<file path="src/rtl/clock_gen_pkg.sv">
package clock_gen_pkg;

  // Shared register address; reads return the counter, writes the control.
  localparam logic [7:0] ADDR_SHARED     = 8'hec;
  // Interrupt status and mask words.
  localparam logic [7:0] ADDR_IRQ_STATUS = 8'hf0;
  localparam logic [7:0] ADDR_IRQ_MASK   = 8'hf4;
  // Standby mode status word; read-only.
  localparam logic [7:0] ADDR_STANDBY    = 8'hf8;

  // Control word field positions.
  localparam int CTL_SEL_LSB    = 0;
  localparam int CTL_SEL_W      = 3;
  localparam int CTL_CLEAR_BIT  = 3;
  localparam int CTL_WDT_ON_BIT = 4;
  localparam int CTL_RC_GUARD_MODE_BIT_BIT  = 5;
  localparam int CTL_WAKE_BIT   = 6;

  // Reset values.
  localparam logic [7:0]  CTL_RESET      = 8'h00;
  localparam logic [11:0] PRESCALE_RESET = 12'h000;
  localparam logic [7:0]  COUNT_RESET    = 8'h00;
  localparam logic [7:0]  COUNT_MAX      = 8'hff;
  localparam logic [7:0]  IRQ_RESET      = 8'h00;

  // Select code n picks tap n+2, so codes 0..7 give divide-by-8..1024.
  localparam int SEL_TAP_BASE  = 2;
  // Tap that gives divide-by-2048 in wake-up timer mode.
  localparam int WAKE_TAP      = 10;
  localparam int PRESCALE_W    = 12;

  // Interrupt status bit positions.
  localparam int IRQ_OVF_BIT   = 0;

  // AXI4-Lite responses.
  localparam logic [1:0] RESP_OKAY   = 2'b00;
  localparam logic [1:0] RESP_SLVERR = 2'b10;

  typedef enum logic [1:0] {
    MODE_RUN,
    MODE_WAKE_TIMER,
    MODE_RC_WATCHDOG,
    MODE_STOP
  } power_mode_e;

endpackage

</file>
<file path="src/rtl/tap_bus_if.sv">
`timescale 1ns/1ps
interface tap_bus_if;
  logic [11:0] taps;
  logic [2:0]  sel;
  logic        count_pulse;
  logic        run;
  modport src (output taps, output count_pulse, input sel, input run);
  modport dst (input taps, input count_pulse, output sel, output run);
endinterface // tap_bus_if

</file>
<file path="src/rtl/prescaler_interval_timer.sv">
// The implementer's own choice: the AXI4-Lite interface to the registers.
`timescale 1ns/1ps
//Contract
// - The system clock is the oscillator clock divided by two.
// - The prescaler is a 12-bit up-counter on the oscillator clock.
// - Every prescaler bit is offered as a divided clock tap.
// - The interval counter is 8 bits, free running, never halted by software.
// - The counter steps once per pulse of a tap from divide-8 to divide-1024.
// - Wrapping from the maximum to zero sets the interval interrupt flag.
// - Writing one to the clear bit zeroes the counter, which then counts on.
// - The clear bit returns to zero by itself one machine cycle later.
// - Stop with the wake bit set keeps only the divide-2048 tap running.
// - Stop with the RC watchdog bit set keeps the interval timer running.
// - The guard timer on bit picks watchdog or plain 7-bit timer use.
// - One address reads the counter and writes the control word.
module prescaler_interval_timer (
  // Clock and reset.
  input  wire logic                     clk_sys,
  input  wire logic                     rst,
  // AXI4-Lite write address.
  input  wire logic [7:0]               s_axi_awaddr,
  input  wire logic                     s_axi_awvalid,
  output logic                          s_axi_awready,
  // AXI4-Lite write data.
  input  wire logic [31:0]              s_axi_wdata,
  input  wire logic [3:0]               s_axi_wstrb,
  input  wire logic                     s_axi_wvalid,
  output logic                          s_axi_wready,
  // AXI4-Lite write response.
  output logic [1:0]                    s_axi_bresp,
  output logic                          s_axi_bvalid,
  input  wire logic                     s_axi_bready,
  // AXI4-Lite read address.
  input  wire logic [7:0]               s_axi_araddr,
  input  wire logic                     s_axi_arvalid,
  output logic                          s_axi_arready,
  // AXI4-Lite read data.
  output logic [31:0]                   s_axi_rdata,
  output logic [1:0]                    s_axi_rresp,
  output logic                          s_axi_rvalid,
  input  wire logic                     s_axi_rready,
  // Clock outputs to peripherals.
  output logic                          sys_clk_en,
  output logic [11:0]                   prescaler_taps,
  // Power control.
  input  wire logic                     stop_cmd,
  input  wire logic                     wake_evt,
  output clock_gen_pkg::power_mode_e    power_mode,
  output logic                          guard_timer_on_bit,
  output logic                          interval_tick,
  // Interrupt.
  output logic                          irq
);
  import clock_gen_pkg::*;

  tap_bus_if tb ();

  logic [7:0]  clock_control_word_r;
  logic [7:0]  interval_count_value_r;
  logic        counter_clear_bit_r;
  logic [7:0]  irq_status_r;
  logic [7:0]  irq_mask_r;
  power_mode_e mode_r;
  logic [7:0]  awaddr_r;
  logic [31:0] wdata_r;
  logic [3:0]  wstrb_r;
  logic        aw_have_r;
  logic        w_have_r;
  logic        wr_go;
  logic        count_step;
  logic        ovf_evt;
  logic        div_toggle;
  logic [7:0]  irq_status_nxt;
  logic        sel_tap_is_ten;
  logic [31:0] rdata_nxt;
  logic        rd_hit;

  // One decode for every register write; byte lane 0 carries each register.
  function automatic logic write_hits(input logic       go,
                                      input logic [7:0] addr,
                                      input logic [3:0] strb,
                                      input logic [7:0] target);
    return go && (addr == target) && strb[0];
  endfunction

  // Registers that take a write; the mode word is read-only.
  function automatic logic write_mapped(input logic [7:0] addr);
    return (addr == ADDR_SHARED) || (addr == ADDR_IRQ_STATUS) ||
           (addr == ADDR_IRQ_MASK);
  endfunction

  ////////////////////////////////////////////////////////////////////////////
  sysclk_div2 u_div (
    .clk_sys    (clk_sys),
    .rst        (rst),
    .sys_clk_en (div_toggle)
  );

  prescaler12 u_pre (
    .clk_sys (clk_sys),
    .rst     (rst),
    .tb      (tb)
  );

  // The divided clock is held low in every standby mode, where the CPU
  // side must halt; the toggle flop keeps its phase meanwhile.
  assign sys_clk_en = div_toggle && (mode_r == MODE_RUN);

  // Plain stop halts the prescaler; wake-up and RC modes keep it counting.
  always_comb begin
    tb.sel = clock_control_word_r[CTL_SEL_LSB +: CTL_SEL_W];
    tb.run = (mode_r != MODE_STOP);
  end

  // In wake-up mode only the divide-2048 tap is passed on.
  always_comb begin
    if (mode_r == MODE_WAKE_TIMER) begin
      prescaler_taps = 12'h000;
      prescaler_taps[WAKE_TAP] = tb.taps[WAKE_TAP];
    end else begin
      prescaler_taps = tb.taps;
    end
  end

  ////////////////////////////////////////////////////////////////////////////
  // The counter runs except in plain stop and wake-up timer modes; no software bit halts it.
  assign count_step = tb.count_pulse && (mode_r != MODE_WAKE_TIMER);
  // A clear in the same cycle wins, so the counter never wraps then.
  assign ovf_evt = count_step && !counter_clear_bit_r &&
                   (interval_count_value_r == COUNT_MAX);
  assign interval_tick = ovf_evt;

  always_ff @(posedge clk_sys) begin
    if (rst) begin
      interval_count_value_r <= COUNT_RESET;
    end else if (counter_clear_bit_r) begin
      interval_count_value_r <= COUNT_RESET;
    end else if (count_step) begin
      interval_count_value_r <= interval_count_value_r + 8'h01;
    end
  end

  ////////////////////////////////////////////////////////////////////////////
  // The clear bit is a one-cycle strobe, so it never stores into the word.
  // The word cannot be read back, so software must keep its own copy and
  // always write the whole byte.
  always_ff @(posedge clk_sys) begin
    if (rst) begin
      clock_control_word_r <= CTL_RESET;
      counter_clear_bit_r  <= 1'b0;
    end else begin
      counter_clear_bit_r <= 1'b0;
      if (write_hits(wr_go, awaddr_r, wstrb_r, ADDR_SHARED)) begin
        clock_control_word_r <= wdata_r[7:0] &
                                ~(8'h01 << CTL_CLEAR_BIT);
        counter_clear_bit_r  <= wdata_r[CTL_CLEAR_BIT];
      end
    end
  end

  assign guard_timer_on_bit = clock_control_word_r[CTL_WDT_ON_BIT];
  assign sel_tap_is_ten = (tb.sel == 3'(WAKE_TAP - SEL_TAP_BASE - 1));

  ////////////////////////////////////////////////////////////////////////////
  // Stop picks its mode from the control bits at the moment it executes.
  // Select code 7 (tap nine) keeps the counter alive through stop, so it can time
  // the oscillator settling after wake-up.
  always_ff @(posedge clk_sys) begin
    if (rst) begin
      mode_r <= MODE_RUN;
    end else begin
      case (mode_r)
        MODE_RUN: begin
          if (stop_cmd) begin
            if (clock_control_word_r[CTL_WAKE_BIT]) begin
              mode_r <= MODE_WAKE_TIMER;
            end else if (clock_control_word_r[CTL_RC_GUARD_MODE_BIT_BIT]) begin
              mode_r <= MODE_RC_WATCHDOG;
            end else if (sel_tap_is_ten) begin
              mode_r <= MODE_RC_WATCHDOG;
            end else begin
              mode_r <= MODE_STOP;
            end
          end
        end
        MODE_WAKE_TIMER, MODE_RC_WATCHDOG, MODE_STOP: begin
          if (wake_evt || (ovf_evt && irq_mask_r[IRQ_OVF_BIT])) begin
            mode_r <= MODE_RUN;
          end
        end
        default: mode_r <= MODE_RUN;
      endcase
    end
  end

  assign power_mode = mode_r;

  ////////////////////////////////////////////////////////////////////////////
  // Set wins over a write-one clear in the same cycle.
  always_comb begin
    irq_status_nxt = irq_status_r;
    if (write_hits(wr_go, awaddr_r, wstrb_r, ADDR_IRQ_STATUS)) begin
      irq_status_nxt = irq_status_r & ~wdata_r[7:0];
    end
    if (ovf_evt) begin
      irq_status_nxt[IRQ_OVF_BIT] = 1'b1;
    end
  end

  always_ff @(posedge clk_sys) begin
    if (rst) begin
      irq_status_r <= IRQ_RESET;
    end else begin
      irq_status_r <= irq_status_nxt;
    end
  end

  always_ff @(posedge clk_sys) begin
    if (rst) begin
      irq_mask_r <= IRQ_RESET;
    end else if (write_hits(wr_go, awaddr_r, wstrb_r, ADDR_IRQ_MASK)) begin
      irq_mask_r <= wdata_r[7:0];
    end
  end

  assign irq = |(irq_status_r & irq_mask_r);

  ////////////////////////////////////////////////////////////////////////////
  // Write path: address and data are latched separately, in either order.
  // Each ready drops while its own half is held or the answer waits, so wr_go is
  // a one-cycle pulse and only one write is ever in flight.
  assign s_axi_awready = !aw_have_r && !s_axi_bvalid;
  assign s_axi_wready  = !w_have_r && !s_axi_bvalid;
  assign wr_go         = aw_have_r && w_have_r;

  always_ff @(posedge clk_sys) begin
    if (rst) begin
      aw_have_r <= 1'b0;
      w_have_r  <= 1'b0;
      awaddr_r  <= 8'h00;
      wdata_r   <= 32'h0000_0000;
      wstrb_r   <= 4'h0;
    end else if (wr_go) begin
      aw_have_r <= 1'b0;
      w_have_r  <= 1'b0;
    end else begin
      if (s_axi_awvalid && s_axi_awready) begin
        aw_have_r <= 1'b1;
        awaddr_r  <= {s_axi_awaddr[7:2], 2'b00};
      end
      if (s_axi_wvalid && s_axi_wready) begin
        w_have_r <= 1'b1;
        wdata_r  <= s_axi_wdata;
        wstrb_r  <= s_axi_wstrb;
      end
    end
  end

  always_ff @(posedge clk_sys) begin
    if (rst) begin
      s_axi_bvalid <= 1'b0;
      s_axi_bresp  <= RESP_OKAY;
    end else if (wr_go) begin
      s_axi_bvalid <= 1'b1;
      s_axi_bresp  <= write_mapped(awaddr_r) ? RESP_OKAY : RESP_SLVERR;
    end else if (s_axi_bready) begin
      s_axi_bvalid <= 1'b0;
    end
  end

  ////////////////////////////////////////////////////////////////////////////
  // Read path: the shared address returns the live counter, not the control.
  // The counter is sampled when the address is taken, not when the data is
  // accepted.
  assign s_axi_arready = !s_axi_rvalid;

  always_comb begin
    rd_hit    = 1'b1;
    rdata_nxt = 32'h0000_0000;
    case ({s_axi_araddr[7:2], 2'b00})
      ADDR_SHARED:     rdata_nxt[7:0] = interval_count_value_r;
      ADDR_IRQ_STATUS: rdata_nxt[7:0] = irq_status_r;
      ADDR_IRQ_MASK:   rdata_nxt[7:0] = irq_mask_r;
      ADDR_STANDBY:    rdata_nxt[1:0] = mode_r;
      default:         rd_hit = 1'b0;
    endcase
  end

  always_ff @(posedge clk_sys) begin
    if (rst) begin
      s_axi_rvalid <= 1'b0;
      s_axi_rdata  <= 32'h0000_0000;
      s_axi_rresp  <= RESP_OKAY;
    end else if (s_axi_arvalid && s_axi_arready) begin
      s_axi_rvalid <= 1'b1;
      s_axi_rdata  <= rdata_nxt;
      s_axi_rresp  <= rd_hit ? RESP_OKAY : RESP_SLVERR;
    end else if (s_axi_rready) begin
      s_axi_rvalid <= 1'b0;
    end
  end
endmodule // prescaler_interval_timer

</file>
<file path="src/rtl/prescaler12.sv">
`timescale 1ns/1ps
module prescaler12 (
  // Clock and reset.
  input  wire logic clk_sys,
  input  wire logic rst,
  // Divider bus.
  tap_bus_if.src    tb
);
  import clock_gen_pkg::*;

  logic [11:0] prescale_r;
  logic [11:0] prescale_nxt;
  logic [11:0] taps_prev_r;

  assign prescale_nxt = prescale_r + 12'h001;

  // Counts every oscillator edge unless the block is halted.
  always_ff @(posedge clk_sys) begin
    if (rst) begin
      prescale_r <= PRESCALE_RESET;
    end else if (tb.run) begin
      prescale_r <= prescale_nxt;
    end
  end

  always_ff @(posedge clk_sys) begin
    if (rst) begin
      taps_prev_r <= PRESCALE_RESET;
    end else begin
      taps_prev_r <= prescale_r;
    end
  end

  assign tb.taps = prescale_r;

  // A falling edge of the chosen tap is one count pulse; this keeps the
  // count rate exact at one per full tap period.
  always_comb begin
    tb.count_pulse = taps_prev_r[int'(tb.sel) + SEL_TAP_BASE] &
                     ~prescale_r[int'(tb.sel) + SEL_TAP_BASE];
  end
endmodule // prescaler12

</file>
<file path="src/rtl/sysclk_div2.sv">
`timescale 1ns/1ps
module sysclk_div2 (
  // Clock and reset.
  input  wire logic clk_sys,
  input  wire logic rst,
  // Divided clock.
  output logic      sys_clk_en
);
  // Toggle flop; the system clock is a one-in-two enable, not a new clock.
  always_ff @(posedge clk_sys) begin
    if (rst) begin
      sys_clk_en <= 1'b0;
    end else begin
      sys_clk_en <= ~sys_clk_en;
    end
  end
endmodule // sysclk_div2

</file>
<file path="config.mk">
export PLATFORM = sky130hd
export DESIGN_NAME = prescaler_interval_timer
export DESIGN_NICKNAME = d
export VERILOG_FILES = /design/src/rtl/clock_gen_pkg.sv /design/src/rtl/tap_bus_if.sv /design/src/rtl/prescaler_interval_timer.sv /design/src/rtl/prescaler12.sv /design/src/rtl/sysclk_div2.sv
export SDC_FILE = /design/constraint.sdc
export NUM_CORES = 1
export LEC_CHECK = 0
export ABC_AREA = 0
export BUFFER_PORTS_ARGS = -buffer_cell sky130_fd_sc_hd__buf_2
export CORE_ASPECT_RATIO = 0.75
export CORE_MARGIN = 3
export CORE_UTILIZATION = 51
export CTS_CLUSTER_DIAMETER = 50
export DETAILED_ROUTE_END_ITERATION = 6
export GPL_TIMING_DRIVEN = 1
export PLACE_DENSITY = 0.88
export RECOVER_POWER = 50
export SYNTH_ARGS = -nofsm -noshare
export SYNTH_HDL_FRONTEND = slang
export SYNTH_HIERARCHICAL = 1
export SYNTH_SLANG_ARGS = --single-unit
</file>
<file path="constraint.sdc">
create_clock -name clk_sys -period 2.95 [get_ports clk_sys]
set_clock_uncertainty 0.2 [all_clocks]
set_input_delay 0.295 -clock clk_sys [delete_from_list [all_inputs] [get_ports clk_sys]]
set_output_delay 0.295 -clock clk_sys [all_outputs]
set_load 0.005 [all_outputs]
</file>
==> run summary <==
Routability Congestion: 0.8126
Synth Instances: 441
HP Class: in -> reg
WL per Instance: 14.05 µm
Post-synth EDFFs: 0
most common cell after layout, fill and taps aside: dfxtp_1
fillers: 618
CTS tree: yes
Finish-stage setup viols: 0
DRT iter0 DRCs: 212
first drt pass iteration count: 4
nets: 576
TNS Setup: 0 ns
final hold violations: 0
WP data arrival: 2.25 ns
layout cells sized above 1: 15.47%
number of global-route vias before repair: 2967
IO Pins: 120
Mapped Avg Cell Area: 8.968 µm²
CP Max Fanout: 15
number of port buffers: 62
startpoint class of the critical path: flip-flop
Inserted Clock Buffers: 9
most frequent cells in the layout: dfxtp_1 (86), nor2_1 (49), buf_2 (49), nand2_1 (39), a21oi_1 (27)
CTS sink cnt: 87
max frequency: 364.2 MHz
Slew Limit Fails: 0
Post-DP Area: 0.004217 mm²
initial antenna violation count: 0
worst-case clock buffer depth: 2
Synth Flop Type: dfxtp_1
worst hold start: s_axi_arvalid
Ys Warns: 6
Routed Antenna Nets: 0
die area: 0.008859 mm²
Rel. slew slack: 16.08%
sequential cell area fraction in the yosys report: 44.04%
Worst EP required: 2.46 ns
synthesized area: 0.003955 mm²
Max-Cap Viols: 0
DRT Wirelength: 8683 µm
clk_lat worst skew: 0.36 ns
Worst-Margin Slew: 1.259 ns
Setup Buffers After CTS: 0
CP Capture Type: output pin
status: finished, final reports clean
Netlist cell types: 56
CP Launch Point: clock_control_word_r[1]
DR DRC count: 0
largest net degree at the start of global routing: 47
leak pwr: 1.912 nW
Cell Pwr Density: 483.6 mW/mm²
RSZ-0062 raised after global routing: false
Util after Layout: 61.03%
antenna cells: 0
vias: 3216
fin area: 0.004536 mm²
grt ovf: 0
Clock transition at path regs: 0.09 ns
H-tree levels: 3
die height: 82.27 µm
gr usage total: 20.34%
starting density of the core: 53.22%
asr flop ratio synth: 0%
# rows: 27
fin crit share: 93.09%
first-pass GRT wire length: 14300 µm
Critical R2R Launch: clock_control_word_r[1]
post-DP HPWL: 6167 µm
root buf cell: clkbuf_8
synthesis-to-finish area growth: 14.68%
post-route minimum period: 2.746 ns
Die Width: 107.7 µm
Vias/cell: 5.204
worst vdd ir: 225.4 µV
WS Path Type: reg -> out
CORE AREA: 0.007432 mm²
register bit total from synthesis: 87
-- state kept, by name, summed over array words and instances, names as in the netlist --
signal / count
aw_have_r: 1
awaddr_r: 6
clock_control_word_r: 6
counter_clear_bit_r: 1
interval_count_value_r: 8
irq_mask_r: 8
irq_status_r: 8
power_mode: 2
s_axi_bresp: 1
s_axi_bvalid: 1
s_axi_rdata: 8
s_axi_rresp: 1
s_axi_rvalid: 1
u_div/sys_clk_en: 1
u_pre/taps_prev_r: 12
u_pre/tb.taps: 12
w_have_r: 1
wdata_r: 8
wstrb_r: 1
-- layout make-up --
class	instances	area [µm²]	share of cell area, %
inverter	6	22.52	0.4966
multi-input combinational	326	1981	43.67
clock inverter	7	55.05	1.214
sequential	87	1743	38.43
tap	101	126.4	2.786
timing repair buffer	82	484.2	10.68
clock buffer	9	123.9	2.731
-- worst paths after layout --
check,endpoint,slack [ns],depth (start not counted)
max,interval_tick,0.20,9
min,s_axi_rvalid,0.06,3
max reg2reg,interval_count_value_r[5],0.60,9
min reg2reg,u_div/sys_clk_en,0.22,1
-- worst max-delay path, stage by stage (launching register included) --
cell and delay [ns]:
dfxtp_2 0.42, ha_1 0.28, nor2b_1 0.14, o21ai_0 0.09, o22ai_1 0.12, a221oi_2 0.26
and3_2 0.29, nand2_1 0.11, inv_1 0.08, buf_2 0.10
-- layer usage --
layer | GRT usage (%) | vias up | wire length, µm
met5 | 0 | - | 0
met4 | 6.179 | 0 | 99
met3 | 5.051 | 8 | 450
met2 | 34.12 | 84 | 4227
met1 | 26.18 | 1510 | 3906
li1 | - | 1614 | -
-- per-stage QoR --
stage / total power, mW / setup WS (ns) / hold WS [ns] / cells
floorplan: 1.400 / 0.6027 / 0.1617 / 466
global placement: 1.431 / 0.5294 / 0.1924 / 585
detailed placement: 1.440 / 0.4734 / 0.1977 / 585
CTS: 2.210 / 0.04762 / 0.04128 / 618
global route: 2.296 / 0.05525 / 0.06779 / 618
finish: 2.193 / 0.2039 / 0.06113 / 618
-- cells by family (layout without fill, tap and decap cells) --
| family | after synthesis | in the layout | share of synthesized area (%) |
|---|---|---|---|
| buf+inv | 53 | 104 | 8.257 |
| other cells | 1 | 26 | 0.09482 |
| flops | 87 | 87 | 44.04 |
| mux | 24 | 24 | 6.106 |
| xor+xnor | 13 | 13 | 2.879 |
| compound gates | 73 | 73 | 12.27 |
| simple gates | 187 | 187 | 25.40 |
| fa+ha+maj | 3 | 3 | 0.9492 |
-- report_power, final --
group,switching (mW),internal [mW]
Combinational,0.102,0.0856
Sequential,0.0360,1.21
Clock,0.446,0.318
-- repair_timing --
item	4_1_cts	5_1_grt
gates resized for setup	0	1
hold buffers	17	0
hold endpoints to repair	17	0
setup endpoints to repair	0	1
-- synthesized netlist by cell type, types with 3 or more instances --
master / number / area [µm²]
ha_1: 3 / 37.54
nand4b_1: 4 / 35.03
and2_1: 16 / 100.1
nand2_1: 39 / 146.4
buf_4: 30 / 225.2
a22oi_1: 12 / 90.09
o21ai_1: 6 / 30.03
buf_2: 4 / 20.02
a21oi_1: 27 / 135.1
dfxtp_1: 87 / 1742
and3b_1: 4 / 35.03
and3_1: 7 / 43.79
xnor2_1: 5 / 43.79
o21ai_0: 7 / 35.03
xor2_1: 8 / 70.07
nor3b_1: 4 / 30.03
nor3_1: 3 / 15.01
nor4_1: 3 / 18.77
clkbuf_1: 8 / 30.03
nor2_1: 49 / 183.9
nor2b_1: 16 / 100.1
inv_1: 6 / 22.52
or3_1: 4 / 25.02
nand3_1: 8 / 40.04
nand2b_1: 13 / 81.33
mux2i_1: 23 / 230.2
a22o_1: 6 / 52.55
nand4_1: 6 / 37.54
Note: power is estimated with default switching activity, not from simulation.
